--- config.mk ---
export PLATFORM = sky130hd
export DESIGN_NAME = egress_frame_rewriter
export DESIGN_NICKNAME = d
export VERILOG_FILES = /design/src/egress_rewriter_pkg.sv /design/src/egress_frame_rewriter.sv
export SDC_FILE = /design/constraint.sdc
export NUM_CORES = 2
export LEC_CHECK = 0
export BUFFER_PORTS_ARGS = -buffer_cell sky130_fd_sc_hd__clkbuf_2
export CORE_UTILIZATION = 55
export CTS_CLUSTER_SIZE = 40
export DETAILED_ROUTE_END_ITERATION = 16
export PLACE_DENSITY = 0.9
export SLEW_MARGIN = 5
export SYNTH_ARGS = -nofsm -noshare
export SYNTH_HDL_FRONTEND = slang
export SYNTH_SLANG_ARGS = --single-unit
export TNS_END_PERCENT = 30
--- constraint.sdc ---
create_clock -name core_clk -period 6.4 [get_ports core_clk]
set_clock_uncertainty 0.15 [all_clocks]
set_input_delay 1.28 -clock core_clk [delete_from_list [all_inputs] [get_ports core_clk]]
set_output_delay 1.28 -clock core_clk [all_outputs]
set_load 0.005 [all_outputs]
--- src/egress_rewriter_pkg.sv ---
package egress_rewriter_pkg;
  localparam logic [11:0] ADDR_TAG_PORT = 12'h000;
  localparam logic [11:0] ADDR_TAG_A = 12'h004;
  localparam logic [11:0] ADDR_TAG_B = 12'h008;
  localparam logic [11:0] ADDR_PORT_VLAN = 12'h00C;
  localparam logic [11:0] ADDR_EGRESS_CFG = 12'h010;
  localparam logic [11:0] ADDR_DELAY = 12'h014;
  localparam logic [11:0] ADDR_STATUS = 12'h018;
  localparam logic [5:0] PRIO_MAP_PAGE = 6'h01;
  localparam logic [3:0] DSCP_GREEN_PAGE = 4'h1;
  localparam logic [3:0] DSCP_YELLOW_PAGE = 4'h2;
  localparam int CFG_PCP_LSB = 0;
  localparam int CFG_DEI_LSB = 2;
  localparam int CFG_VID_BIT = 4;
  localparam int CFG_TPID_LSB = 5;
  localparam int PV_VID_LSB = 0;
  localparam int PV_DEI_BIT = 12;
  localparam int PV_PCP_LSB = 13;
  localparam int PV_TPID_LSB = 16;
  localparam int EC_DSCP_LSB = 0;
  localparam int EC_FCS_LSB = 2;
  localparam int EC_CPU_FCS_BIT = 4;
  localparam int EC_BACKPLANE_BIT = 5;
  localparam int EC_ONESTEP_DIS_BIT = 6;
  localparam logic [6:0] TAG_CFG_RST = 7'h00;
  localparam logic [31:0] PORT_VLAN_RST = 32'h8100_0001;
  localparam logic [6:0] EGRESS_CFG_RST = 7'h04;
  localparam logic [31:0] DELAY_RST = 32'h0000_0000;
  localparam logic [15:0] TPID_CTAG = 16'h8100;
  localparam logic [15:0] TPID_STAG = 16'h88A8;
  localparam logic [15:0] ETYPE_IPV4 = 16'h0800;
  localparam logic [15:0] ETYPE_IPV6 = 16'h86DD;
  localparam logic [15:0] ETYPE_PTP = 16'h88F7;
  localparam logic [7:0] IP_PROTO_UDP = 8'h11;
  localparam logic [10:0] ETH_HDR_LEN = 11'h00E;
  localparam logic [10:0] IPV6_HDR_LEN = 11'h028;
  localparam logic [10:0] UDP_HDR_LEN = 11'h008;
  localparam logic [10:0] PTP_CORR_OFS = 11'h008;
  localparam logic [10:0] PTP_RESV_OFS = 11'h010;
  localparam logic [10:0] PTP_TOD_OFS = 11'h022;
  typedef enum logic [1:0] {SEL_CLASSIFIED = 2'b00, SEL_CONFIGURED = 2'b01,
    SEL_MAPPED = 2'b10, SEL_DIRECT = 2'b11} field_sel_t;
  typedef enum logic [1:0] {TPID_C = 2'b00, TPID_S = 2'b01, TPID_CUSTOM = 2'b10,
    TPID_CUSTOM_C = 2'b11} tpid_sel_t;
  typedef enum logic [1:0] {DSCP_KEEP = 2'b00, DSCP_CLASSIFIED = 2'b01,
    DSCP_MAP = 2'b10, DSCP_MAP_BY_DROP = 2'b11} dscp_mode_t;
  typedef enum logic [1:0] {FCS_NEVER = 2'b00, FCS_IF_EDITED = 2'b01,
    FCS_ALWAYS = 2'b10} fcs_mode_t;
  typedef enum logic [2:0] {OP_NONE = 3'b000, OP_ONE_STEP = 3'b001,
    OP_TWO_STEP = 3'b010, OP_ORIGIN = 3'b011} rewrite_op_t;
endpackage

--- src/egress_frame_rewriter.sv ---
// The implementer's own choices: the register addresses and the APB slave port.
`timescale 1ns/1ns
`default_nettype none
module egress_frame_rewriter
  import egress_rewriter_pkg::*;
(
  // Clock and reset
  input wire logic core_clk,
  input wire logic rst_n,
  // APB slave
  input wire logic psel,
  input wire logic penable,
  input wire logic pwrite,
  input wire logic [11:0] paddr,
  input wire logic [31:0] pwdata,
  output logic [31:0] prdata,
  output logic pready,
  output logic pslverr,
  // Frame descriptor from analyzer
  input wire logic inValid,
  input wire logic [2:0] classPcp,
  input wire logic classDei,
  input wire logic [11:0] classVid,
  input wire logic classCtag,
  input wire logic [2:0] qosClass,
  input wire logic dropLevel,
  input wire logic [2:0] tagPushMask,
  input wire logic tagsPopped,
  input wire logic [1:0] tagsInFrame,
  input wire logic [2:0] lookupTagAPcpValue,
  input wire logic [2:0] lookupTagBPcpValue,
  input wire logic lookupTagADeiValue,
  input wire logic lookupTagBDeiValue,
  input wire logic [11:0] lookupTagAVidValue,
  input wire logic [11:0] lookupTagBVidValue,
  input wire logic [5:0] classDscp,
  input wire logic [15:0] etherType,
  input wire logic [7:0] ipVerIhl,
  input wire logic [7:0] ipTos,
  input wire logic [7:0] ipNextProto,
  input wire logic [15:0] ipChecksum,
  input wire logic cpuInjected,
  input wire logic [2:0] rewriteOpCode,
  input wire logic addSubMode,
  input wire logic egressDelayReq,
  input wire logic ingressBackplane,
  input wire logic [47:0] rxStamp,
  input wire logic [47:0] txStamp,
  input wire logic [47:0] todSeconds,
  input wire logic [63:0] oldCorrection,
  // Edit commands to port datapath
  output logic outValid,
  output logic [1:0] tagPushCount,
  output logic [31:0] outerTag,
  output logic [31:0] innerTag,
  output logic dscpWrite,
  output logic [7:0] newTos,
  output logic checksumWrite,
  output logic [15:0] newChecksum,
  output logic fcsUpdate,
  output logic ptpFound,
  output logic [10:0] ptpHeaderOffset,
  output logic corrWrite,
  output logic [63:0] newCorrection,
  output logic resvWrite,
  output logic [31:0] resvValue,
  output logic todWrite,
  output logic [79:0] todValue
);
  logic pready_r;
  logic pslverr_r;
  logic [31:0] prdata_r;
  logic [6:0] tagCfg_r [3];
  logic [31:0] portVlan_r;
  logic [6:0] egressCfg_r;
  logic [31:0] egressDelay_r;
  logic [3:0] prioMap_r [16];
  logic [5:0] dscpGreen_r [64];
  logic [5:0] dscpYellow_r [64];
  logic [15:0] frameCount_r;
  logic [15:0] ptpEditCount_r;
  logic [31:0] rdData;
  logic rdErr;
  logic wrEn;
  logic [3:0] mapEntry;
  logic [31:0] portTag, tagA, tagB;
  logic [1:0] pushCnt_nxt;
  logic [31:0] outer_nxt, inner_nxt;
  logic [2:0] tagsTotal;
  logic [10:0] l2Len;
  logic found_nxt;
  logic [10:0] ofs_nxt;
  logic oneStep, egrBp;
  logic [47:0] delay48, delta48;
  logic corrW_nxt, resvW_nxt, todW_nxt, ptpEdit;
  logic [31:0] resv_nxt;
  logic [5:0] dscp_nxt;
  logic dscpW_nxt, csumW_nxt, fcs_nxt;
  logic [15:0] csum_nxt;
  logic outValid_r, dscpWrite_r, checksumWrite_r, fcsUpdate_r, ptpFound_r;
  logic corrWrite_r, resvWrite_r, todWrite_r;
  logic [1:0] tagPushCount_r;
  logic [31:0] outerTag_r, innerTag_r, resvValue_r;
  logic [7:0] newTos_r;
  logic [15:0] newChecksum_r;
  logic [10:0] ptpHeaderOffset_r;
  logic [63:0] newCorrection_r;
  logic [79:0] todValue_r;

  function automatic logic [15:0] onesAdd(input logic [15:0] a, input logic [15:0] b);
    logic [16:0] s;
    s = {1'b0, a} + {1'b0, b};
    return s[15:0] + {15'h0000, s[16]};
  endfunction

  // Tag word {tpid, pcp, dei, vid}; cfgX are port defaults or action values
  function automatic logic [31:0] buildTag(input logic [6:0] cfg, input logic isLookup,
    input logic [2:0] cfgPcp, input logic cfgDei, input logic [11:0] cfgVid);
    logic [2:0] pcp;
    logic dei;
    logic [11:0] vid;
    logic [15:0] tpid;
    case (field_sel_t'(cfg[CFG_PCP_LSB +: 2]))
      SEL_CLASSIFIED: pcp = classPcp;
      SEL_CONFIGURED: pcp = cfgPcp;
      SEL_MAPPED: pcp = mapEntry[3:1];
      default: pcp = qosClass;
    endcase
    case (field_sel_t'(cfg[CFG_DEI_LSB +: 2]))
      SEL_CLASSIFIED: dei = classDei;
      SEL_CONFIGURED: dei = cfgDei;
      SEL_MAPPED: dei = mapEntry[0];
      default: dei = dropLevel;
    endcase
    if (cfg[CFG_VID_BIT])
      vid = cfgVid;
    else if (isLookup)
      vid = classVid + cfgVid;
    else
      vid = classVid;
    case (tpid_sel_t'(cfg[CFG_TPID_LSB +: 2]))
      TPID_C: tpid = TPID_CTAG;
      TPID_S: tpid = TPID_STAG;
      TPID_CUSTOM: tpid = portVlan_r[PV_TPID_LSB +: 16];
      default: tpid = classCtag ? TPID_CTAG : portVlan_r[PV_TPID_LSB +: 16];
    endcase
    return {tpid, pcp, dei, vid};
  endfunction

  assign wrEn = psel & penable & pready_r & pwrite;

  // One wait state: the answer comes in the second access cycle
  always_ff @(posedge core_clk or negedge rst_n)
  begin
    if (!rst_n)
    begin
      pready_r <= 1'b0;
      pslverr_r <= 1'b0;
      prdata_r <= 32'h0000_0000;
    end
    else
    begin
      pready_r <= psel & penable & ~pready_r;
      pslverr_r <= psel & penable & ~pready_r & rdErr;
      prdata_r <= (psel & penable & ~pready_r & ~pwrite) ? rdData : 32'h0000_0000;
    end
  end

  always_comb
  begin
    rdData = 32'h0000_0000;
    rdErr = 1'b0;
    if (paddr == ADDR_TAG_PORT)
      rdData = {25'h0000000, tagCfg_r[0]};
    else if (paddr == ADDR_TAG_A)
      rdData = {25'h0000000, tagCfg_r[1]};
    else if (paddr == ADDR_TAG_B)
      rdData = {25'h0000000, tagCfg_r[2]};
    else if (paddr == ADDR_PORT_VLAN)
      rdData = portVlan_r;
    else if (paddr == ADDR_EGRESS_CFG)
      rdData = {25'h0000000, egressCfg_r};
    else if (paddr == ADDR_DELAY)
      rdData = egressDelay_r;
    else if (paddr == ADDR_STATUS)
      rdData = {ptpEditCount_r, frameCount_r};
    else if (paddr[11:6] == PRIO_MAP_PAGE)
      rdData = {28'h0000000, prioMap_r[paddr[5:2]]};
    else if (paddr[11:8] == DSCP_GREEN_PAGE)
      rdData = {26'h0000000, dscpGreen_r[paddr[7:2]]};
    else if (paddr[11:8] == DSCP_YELLOW_PAGE)
      rdData = {26'h0000000, dscpYellow_r[paddr[7:2]]};
    else
      rdErr = 1'b1;
  end

  always_ff @(posedge core_clk or negedge rst_n)
  begin
    if (!rst_n)
    begin
      for (int i = 0; i < 3; i++)
        tagCfg_r[i] <= TAG_CFG_RST;
      portVlan_r <= PORT_VLAN_RST;
      egressCfg_r <= EGRESS_CFG_RST;
      egressDelay_r <= DELAY_RST;
    end
    else if (wrEn)
    begin
      if (paddr == ADDR_TAG_PORT)
        tagCfg_r[0] <= pwdata[6:0];
      else if (paddr == ADDR_TAG_A)
        tagCfg_r[1] <= pwdata[6:0];
      else if (paddr == ADDR_TAG_B)
        tagCfg_r[2] <= pwdata[6:0];
      else if (paddr == ADDR_PORT_VLAN)
        portVlan_r <= pwdata;
      else if (paddr == ADDR_EGRESS_CFG)
        egressCfg_r <= pwdata[6:0];
      else if (paddr == ADDR_DELAY)
        egressDelay_r <= pwdata;
    end
  end

  always_ff @(posedge core_clk or negedge rst_n)
  begin
    if (!rst_n)
    begin
      for (int i = 0; i < 16; i++)
        prioMap_r[i] <= 4'h0;
      for (int i = 0; i < 64; i++)
      begin
        dscpGreen_r[i] <= 6'h00;
        dscpYellow_r[i] <= 6'h00;
      end
    end
    else if (wrEn)
    begin
      if (paddr[11:6] == PRIO_MAP_PAGE)
        prioMap_r[paddr[5:2]] <= pwdata[3:0];
      else if (paddr[11:8] == DSCP_GREEN_PAGE)
        dscpGreen_r[paddr[7:2]] <= pwdata[5:0];
      else if (paddr[11:8] == DSCP_YELLOW_PAGE)
        dscpYellow_r[paddr[7:2]] <= pwdata[5:0];
    end
  end

  // Tag building and insertion
  always_comb
  begin
    mapEntry = prioMap_r[{qosClass, dropLevel}];
    portTag = buildTag(tagCfg_r[0], 1'b0, portVlan_r[PV_PCP_LSB +: 3],
      portVlan_r[PV_DEI_BIT], portVlan_r[PV_VID_LSB +: 12]);
    tagA = buildTag(tagCfg_r[1], 1'b1, lookupTagAPcpValue, lookupTagADeiValue,
      lookupTagAVidValue);
    tagB = buildTag(tagCfg_r[2], 1'b1, lookupTagBPcpValue, lookupTagBDeiValue,
      lookupTagBVidValue);
    outer_nxt = 32'h0000_0000;
    inner_nxt = 32'h0000_0000;
    pushCnt_nxt = 2'h0;
    if (tagPushMask[1] || tagPushMask[0])
    begin
      outer_nxt = tagPushMask[1] ? tagA : portTag;
      inner_nxt = tagPushMask[2] ? tagB : 32'h0000_0000;
      pushCnt_nxt = tagPushMask[2] ? 2'h2 : 2'h1;
    end
    else if (tagPushMask[2])
    begin
      outer_nxt = tagB;
      pushCnt_nxt = 2'h1;
    end
  end

  // PTP header position in the outgoing frame
  always_comb
  begin
    tagsTotal = {1'b0, tagsInFrame} + {1'b0, pushCnt_nxt};
    l2Len = ETH_HDR_LEN + {6'h00, tagsTotal, 2'h0};
    found_nxt = 1'b0;
    ofs_nxt = 11'h000;
    if (etherType == ETYPE_PTP)
    begin
      found_nxt = 1'b1;
      ofs_nxt = l2Len;
    end
    else if (etherType == ETYPE_IPV4 && ipNextProto == IP_PROTO_UDP)
    begin
      found_nxt = 1'b1;
      ofs_nxt = l2Len + {5'h00, ipVerIhl[3:0], 2'h0} + UDP_HDR_LEN;
    end
    else if (etherType == ETYPE_IPV6 && ipNextProto == IP_PROTO_UDP)
    begin
      found_nxt = 1'b1;
      ofs_nxt = l2Len + IPV6_HDR_LEN + UDP_HDR_LEN;
    end
  end

  // Timestamp actions
  always_comb
  begin
    egrBp = egressCfg_r[EC_BACKPLANE_BIT];
    oneStep = rewriteOpCode == OP_ONE_STEP && !egressCfg_r[EC_ONESTEP_DIS_BIT] && found_nxt;
    delay48 = egressDelayReq ? {16'h0000, egressDelay_r} : 48'h0;
    delta48 = 48'h0;
    corrW_nxt = 1'b0;
    resvW_nxt = 1'b0;
    resv_nxt = 32'h0000_0000;
    if (oneStep && !ingressBackplane && !egrBp)
    begin
      corrW_nxt = 1'b1;
      delta48 = txStamp - rxStamp + delay48;
    end
    else if (oneStep && !ingressBackplane && egrBp)
    begin
      if (addSubMode)
      begin
        corrW_nxt = 1'b1;
        delta48 = 48'h0 - rxStamp;
      end
      else
      begin
        resvW_nxt = 1'b1;
        resv_nxt = rxStamp[31:0];
      end
    end
    else if (oneStep && ingressBackplane && !egrBp)
    begin
      corrW_nxt = 1'b1;
      resvW_nxt = 1'b1;
      if (addSubMode)
        delta48 = txStamp + delay48;
      else
        delta48 = txStamp - rxStamp + delay48;
    end
    todW_nxt = rewriteOpCode == OP_ORIGIN && !egressCfg_r[EC_ONESTEP_DIS_BIT] && found_nxt
      && !egrBp;
    ptpEdit = corrW_nxt | resvW_nxt | todW_nxt;
  end

  // DSCP, checksum and FCS
  always_comb
  begin
    case (dscp_mode_t'(egressCfg_r[EC_DSCP_LSB +: 2]))
      DSCP_CLASSIFIED: dscp_nxt = classDscp;
      DSCP_MAP: dscp_nxt = dscpGreen_r[classDscp];
      DSCP_MAP_BY_DROP: dscp_nxt = dropLevel ? dscpYellow_r[classDscp] : dscpGreen_r[classDscp];
      default: dscp_nxt = ipTos[7:2];
    endcase
    dscpW_nxt = (etherType == ETYPE_IPV4 || etherType == ETYPE_IPV6) && !ptpEdit
      && egressCfg_r[EC_DSCP_LSB +: 2] != DSCP_KEEP;
    csumW_nxt = dscpW_nxt && etherType == ETYPE_IPV4;
    csum_nxt = ~onesAdd(onesAdd(~ipChecksum, ~{ipVerIhl, ipTos}),
      {ipVerIhl, dscp_nxt, ipTos[1:0]});
    if (cpuInjected)
      fcs_nxt = egressCfg_r[EC_CPU_FCS_BIT];
    else
      case (fcs_mode_t'(egressCfg_r[EC_FCS_LSB +: 2]))
        FCS_IF_EDITED: fcs_nxt = ptpEdit | dscpW_nxt | tagsPopped | (pushCnt_nxt != 2'h0);
        FCS_ALWAYS: fcs_nxt = 1'b1;
        default: fcs_nxt = 1'b0;
      endcase
  end

  always_ff @(posedge core_clk or negedge rst_n)
  begin
    if (!rst_n)
      outValid_r <= 1'b0;
    else
      outValid_r <= inValid;
  end

  always_ff @(posedge core_clk or negedge rst_n)
  begin
    if (!rst_n)
    begin
      {dscpWrite_r, checksumWrite_r, fcsUpdate_r, ptpFound_r} <= 4'h0;
      {corrWrite_r, resvWrite_r, todWrite_r} <= 3'h0;
      tagPushCount_r <= 2'h0;
      outerTag_r <= 32'h0000_0000;
      innerTag_r <= 32'h0000_0000;
      newTos_r <= 8'h00;
      newChecksum_r <= 16'h0000;
      ptpHeaderOffset_r <= 11'h000;
      newCorrection_r <= 64'h0;
      resvValue_r <= 32'h0000_0000;
      todValue_r <= 80'h0;
    end
    else if (inValid)
    begin
      tagPushCount_r <= pushCnt_nxt;
      outerTag_r <= outer_nxt;
      innerTag_r <= inner_nxt;
      dscpWrite_r <= dscpW_nxt;
      newTos_r <= {dscp_nxt, ipTos[1:0]};
      checksumWrite_r <= csumW_nxt;
      newChecksum_r <= csum_nxt;
      fcsUpdate_r <= fcs_nxt;
      ptpFound_r <= found_nxt;
      ptpHeaderOffset_r <= ofs_nxt;
      corrWrite_r <= corrW_nxt;
      newCorrection_r <= oldCorrection + {delta48, 16'h0000};
      resvWrite_r <= resvW_nxt;
      resvValue_r <= resv_nxt;
      todWrite_r <= todW_nxt;
      todValue_r <= {todSeconds, txStamp[31:0]};
    end
  end

  always_ff @(posedge core_clk or negedge rst_n)
  begin
    if (!rst_n)
    begin
      frameCount_r <= 16'h0000;
      ptpEditCount_r <= 16'h0000;
    end
    else if (inValid)
    begin
      frameCount_r <= frameCount_r + 16'h0001;
      if (ptpEdit)
        ptpEditCount_r <= ptpEditCount_r + 16'h0001;
    end
  end

  assign prdata = prdata_r;
  assign pready = pready_r;
  assign pslverr = pslverr_r;
  assign outValid = outValid_r;
  assign tagPushCount = tagPushCount_r;
  assign outerTag = outerTag_r;
  assign innerTag = innerTag_r;
  assign dscpWrite = dscpWrite_r;
  assign newTos = newTos_r;
  assign checksumWrite = checksumWrite_r;
  assign newChecksum = newChecksum_r;
  assign fcsUpdate = fcsUpdate_r;
  assign ptpFound = ptpFound_r;
  assign ptpHeaderOffset = ptpHeaderOffset_r;
  assign corrWrite = corrWrite_r;
  assign newCorrection = newCorrection_r;
  assign resvWrite = resvWrite_r;
  assign resvValue = resvValue_r;
  assign todWrite = todWrite_r;
  assign todValue = todValue_r;
endmodule
`default_nettype wire

-- After elaboration in Yosys (flattened, before gate mapping)
Cells that the tools add are included.
- equality and inequality tests: 38
- add/subtract/negate cells: 19
- order comparisons: 6
- reductions and logical operators: 45
- multiplexer cells: 92
- bitwise operators: 27
- operators by type and width (operator ; number):
    384-bit bitwise mux ; 2
    32-bit 2-to-1 mux ; 16
    48-bit 2-to-1 mux ; 5
    6-bit binary-select mux with 6-bit select ; 4
    16-bit one-hot mux with 3 select lines ; 3
    48-bit by 32-bit adder with 48-bit output ; 2
    6-bit 2-to-1 mux ; 13
    64-bit adder ; 1
    64-bit bitwise mux ; 1
    16-bit inverter ; 3
    1-bit by 48-bit subtractor with 48-bit output, first input constant ; 1
    48-bit subtractor ; 1
    6-bit demux with 6-bit select ; 1
    12-bit by 5-bit equality test with 1-bit output, second input constant ; 3
    12-bit 2-to-1 mux ; 3
    16-bit by 16-bit adder with 17-bit output ; 2
    16-bit by 1-bit adder with 16-bit output ; 2
    16-bit by 1-bit adder with 16-bit output, second input constant ; 2
    4-bit binary-select mux with 4-bit select ; 2
    16-bit equality test, second input constant ; 2
    3-bit one-hot mux with 3 select lines ; 3
    12-bit adder ; 2
    12-bit by 4-bit equality test with 1-bit output, second input constant ; 2
    2-bit equality test, second input constant ; 12
    44 further kinds ; 139
- output and inout port bits: 319
- bits in registers: 1275
- input port bits: 386
- word-level logic and storage cells: 399

-- Logic depth before layout (Yosys ltp)
- depth after elaboration: 21
- mapped depth: 35
- mapped depth without buffers: 35

-- Worst setup path after synthesis
Ideal clock, no wire load.
- kind: input port to flip-flop
- start: input egressDelayReq
- end: register newCorrection_r[62], in the netlist newCorrection[62]
- required time: 6.125 ns
- path slack: -1.037 ns
- path buffers: 1
- stages: 25
- arrival time: 7.163 ns
- library setup time: 0.125 ns
- cell sequence: clkbuf_1 > nand2_1 > fa_1 > inv_1 > ha_1 > nor2b_1 > o31ai_1 > a311oi_1 > or3_1 > a221oi_1 > o21ai_0 > xnor2_1 > a22oi_1 > o21ai_0 > ha_1 > a21o_1 > a21oi_1 > or3b_2 > a21o_1 > o31a_1 > a311o_1 > a41oi_1 > o21ai_0 > xor2_1 > mux2_2
- cells in the longest elaborated chain, start to end: 7
- elaborated cells between the ends (all ways): 8
- those cells by class: add/sub (3); mux (5)
- RTL lines (what ; line ; RTL):
    from (decl) ; egress_frame_rewriter.sv:45 ; input wire logic egressDelayReq,
    32-bit 2-to-1 mux * ; egress_frame_rewriter.sv:302 ; delay48 = egressDelayReq ? {16'h0000, egressDelay_r} : 48'h0;
    48-bit by 32-bit adder with 48-bit output (on tied branches) ; egress_frame_rewriter.sv:310, egress_frame_rewriter.sv:332, egress_frame_rewriter.sv:330 ;
    48-bit 2-to-1 mux ; egress_frame_rewriter.sv:329 ; if (addSubMode)
    48-bit 2-to-1 mux ; egress_frame_rewriter.sv:325 ; else if (oneStep && ingressBackplane && !egrBp)
    48-bit 2-to-1 mux ; egress_frame_rewriter.sv:312 ; else if (oneStep && !ingressBackplane && egrBp)
    48-bit 2-to-1 mux * ; egress_frame_rewriter.sv:307 ; if (oneStep && !ingressBackplane && !egrBp)
    64-bit adder * ; egress_frame_rewriter.sv:400 ; newCorrection_r <= oldCorrection + {delta48, 16'h0000};
    to (signal assigned) ; egress_frame_rewriter.sv:400 ;
    to (decl) ; egress_frame_rewriter.sv:107 ; logic [63:0] newCorrection_r;
Every way passes the cells marked *; elsewhere a longest branch is shown, timed or not.
A chain may end at the register's enable or synchronous reset.

-- Worst setup path after layout
Same ends and word-level chain as after synthesis.

==> flow_metrics.env <==
export IMPL_dp_cells=8961
export IMPL_cp_data_required_time_ns=6.95
export IMPL_grt_setup_unrepaired="true"
export IMPL_cp_end_kind="register"
export IMPL_max_slew_margin=0.0165
export IMPL_postLayoutCellArea_sq_um=92800
export IMPL_antenna_found_initial=90
export IMPL_path_clk_slew_ns=0.06
export IMPL_cts_path_max_buffers=3
export IMPL_avgRoutedWirePerCell_um=33.3
export IMPL_clkSinkCount=1271
export IMPL_yosysWarningCount=0
export IMPL_synth_edf_count=0
export IMPL_core_sq_um=136000
export IMPL_period_share=1.02
export IMPL_fin_cells=9301
export IMPL_postSynthAreaPerCell_sq_um=12.5
export IMPL_syn_inst=6051
export IMPL_drcViolationCount=0
export IMPL_placed_area_sq_um=86900
export IMPL_syn_area_sq_um=75800
export IMPL_start_util=0.557
export IMPL_firstDrtPassIters=9
export IMPL_layout_commonest_cell="dfrtp_1"
export IMPL_power_density_nw_per_um2=217
export IMPL_drv_cap=1
export IMPL_fmax_mhz=153
export IMPL_vias_per_cell=6.87
export IMPL_die_w_um=373
export IMPL_io_buffers=700
export IMPL_ir_worst_vdd_uv=248
export IMPL_final_cell_mix="1267 x dfrtp_1, 1098 x mux2_2, 780 x buf_4"
export IMPL_die_area_sq_um=139000
export IMPL_drv_slew=0
export IMPL_r2r_cells=25
export IMPL_hpwl_um=229000
export IMPL_critPathMaxFanout=6
export IMPL_finalHoldViolations=0
export IMPL_postCtsHoldBufs=0
export IMPL_die_h_um=373
export IMPL_gp_congestion=1.09
export IMPL_ys_types=89
export IMPL_violations="capacitance limit, setup timing"
export IMPL_ios=705
export IMPL_whs_ns=0.320
export IMPL_worstSetupPathType="in -> reg"
export IMPL_grt_pass1_wl_um=447000
export IMPL_cts_root_buf="clkbuf_16"
export IMPL_postSynthRegisterBits=1271
export IMPL_wirelength_um=310000
export IMPL_fill_cells=9192
export IMPL_drt_iter0_drc=7647
export IMPL_cts_buffers=138
export IMPL_hold_path_class="in -> async"
export IMPL_drive_above_1_share=0.476
export IMPL_track_usage=0.441
export IMPL_synth_ff_type="dfrtp_1"
export IMPL_seq_area_frac_synth=0.420
export IMPL_syn_to_final_growth_pct=22.4
export IMPL_num_vias=63900
export IMPL_cts_tree="built"
export IMPL_period_needed_ns=6.53
export IMPL_grt_max_degree=174
export IMPL_startpoint_type="input pin"
export IMPL_insertion_delay_ns=0.84
export IMPL_reg2reg_slack_ns=0.24
export IMPL_worst_pin_slew_ns=1.46
export IMPL_status="finished with violations"
export IMPL_rr_startpoint="egressDelay_r[9]$_DFFE_PN0P_"
export IMPL_setup_viol=7
export IMPL_overflow=0
export IMPL_fin_ws_ns=-0.127
export IMPL_final_nets=7983
export IMPL_r2r_end="newCorrection[62]$_DFFE_PN0P_"
export IMPL_total_leakage_power_nw=44.5
export IMPL_ant_nets=0
export IMPL_worstPathArrival_ns=7.08
export IMPL_h_tree_depth=4
export IMPL_grt_pass1_vias=64700
export IMPL_rows=135
export IMPL_synth_async_sr_flop_share=1.00
## power breakdown
| part | switching (mW) | leakage, nW | total (mW) | internal, mW |
|---|---|---|---|---|
| clock network | 3.64 | 2.33 | 8.34 | 4.70 |
| logic | 1.93 | 24.9 | 3.37 | 1.44 |
| registers | 0.181 | 17.3 | 8.42 | 8.24 |
## registers in the layout, summed over array words and instances, names as in the netlist, 2 cells and up
register / cells
newChecksum: 16
dscpYellow_r: 384
portVlan_r: 32
dscpGreen_r: 384
tagCfg_r: 21
prioMap_r: 64
newCorrection: 64
egressCfg_r: 7
ptpHeaderOffset: 7
todValue: 80
outerTag: 32
frameCount_r: 16
newTos: 8
tagPushCount: 2
innerTag: 32
egressDelay_r: 32
prdata: 32
resvValue: 32
ptpEditCount_r: 16
## metal layers
metal  wire, um  track usage  vias to the layer above
met5        416       0.0319                        -
met4      33400        0.371                       30
met3      33700        0.140                     1696
met2     141000        0.691                     4830
met1     101000        0.490                    31900
li1           -            -                    25400
## metrics by stage
stage	worst slack (ns)	util	setup TNS, ns	power, mW
6_report	-0.127	0.681	-0.408	20.1
5_1_grt	-0.301	0.681	-2.39	20.7
4_1_cts	-0.0332	0.677	-0.0370	20.0
3_5_place_dp	-1.13	0.639	-35.05	11.7
3_3_place_gp	-1.12	0.639	-33.84	11.6
2_1_floorplan	-0.186	-	-1.12	10.1
## layout make-up
cell class                      instances  area [sq um]  share of cell area
Tap cell                             1781          2230              0.0240
Inverter                              257           987              0.0106
Clock buffer                          202          4070              0.0439
Multi-Input combinational cell       4157         42600               0.459
Sequential cell                      1271         31800               0.343
Clock inverter                         49           679             0.00732
Timing Repair Buffer                 1514         10200               0.110
Antenna cell                           70           175             0.00189
## critical path, cell delays in order
cell,delay (ns)
clkbuf_16,0.14
buf_12,0.16
nand2_1,0.09
fa_1,0.49
inv_1,0.06
ha_4,0.21
nor2b_2,0.17
o31ai_4,0.30
a311oi_4,0.17
or3_4,0.46
a221oi_4,0.38
buf_4,0.19
a21oi_2,0.05
xor2_1,0.15
a22oi_1,0.18
o21ai_1,0.09
ha_1,0.33
a21oi_2,0.18
or3b_4,0.40
a21o_1,0.16
o31a_1,0.29
a311o_1,0.33
buf_4,0.16
a41oi_2,0.15
o21ai_1,0.09
xor2_1,0.14
mux2_2,0.26
## how the worst max path moves through the flow
stage                               from                             to  slack, ns  cells past startpoint
after global routing      egressDelayReq  newCorrection[62]$_DFFE_PN0P_      -0.30                     33
after detailed placement  egressDelayReq  newCorrection[62]$_DFFE_PN0P_      -1.13                     28
final                     egressDelayReq  newCorrection[62]$_DFFE_PN0P_      -0.13                     27
after CTS                 egressDelayReq  newCorrection[62]$_DFFE_PN0P_      -0.03                     28
after floorplan           egressDelayReq  newCorrection[61]$_DFFE_PN0P_      -0.19                     26
after global placement    egressDelayReq  newCorrection[61]$_DFFE_PN0P_      -1.12                     29
## cells by family after synthesis
| group | Yosys count | share of synthesized area |
|---|---|---|
| buffers and inverters | 626 | 0.0316 |
| adders and majority gates | 258 | 0.0465 |
| xor gates and xnor gates | 267 | 0.0310 |
| muxes | 1663 | 0.327 |
| DFF | 1271 | 0.420 |
| and+or+nand+nor | 1057 | 0.0651 |
| AOI/OAI and AO/OA | 908 | 0.0795 |
| other | 1 | 0.0000495 |
## Yosys cell counts (all sizes together) (23+ instances only)
| master | instances | area (sq um) |
|---|---|---|
| dfrtp | 1267 | 31700 |
| mux2 | 1102 | 12400 |
| mux4 | 538 | 12100 |
| nor2 | 323 | 1210 |
| nand2 | 315 | 1180 |
| clkbuf | 301 | 1140 |
| inv | 256 | 961 |
| ha | 218 | 2730 |
| o21ai | 211 | 1060 |
| a21oi | 197 | 986 |
| xnor2 | 177 | 1550 |
| nand3 | 96 | 480 |
| a21o | 93 | 698 |
| xor2 | 89 | 780 |
| nor3 | 72 | 360 |
| buf | 68 | 292 |
| a22o | 58 | 509 |
| fa | 40 | 801 |
| nand4 | 37 | 231 |
| or3 | 34 | 223 |
| nor2b | 32 | 200 |
| o211ai | 32 | 240 |
| a31oi | 31 | 194 |
| o21a | 31 | 233 |
| and3 | 29 | 183 |
| a211oi | 28 | 210 |
| a22oi | 27 | 203 |
| nand2b | 26 | 163 |
| o21bai | 26 | 195 |
| a222oi | 25 | 250 |
| mux2i | 23 | 230 |
## what timing repair did
action / in CTS / in global routing
endpoints found under the setup margin: 15 / 34
resized for setup: 60 / 82
pin swaps: 9 / 53
setup buffers: 6 / 11
cloned: 1 / 0
Note: power is estimated with default switching activity, not from simulation.
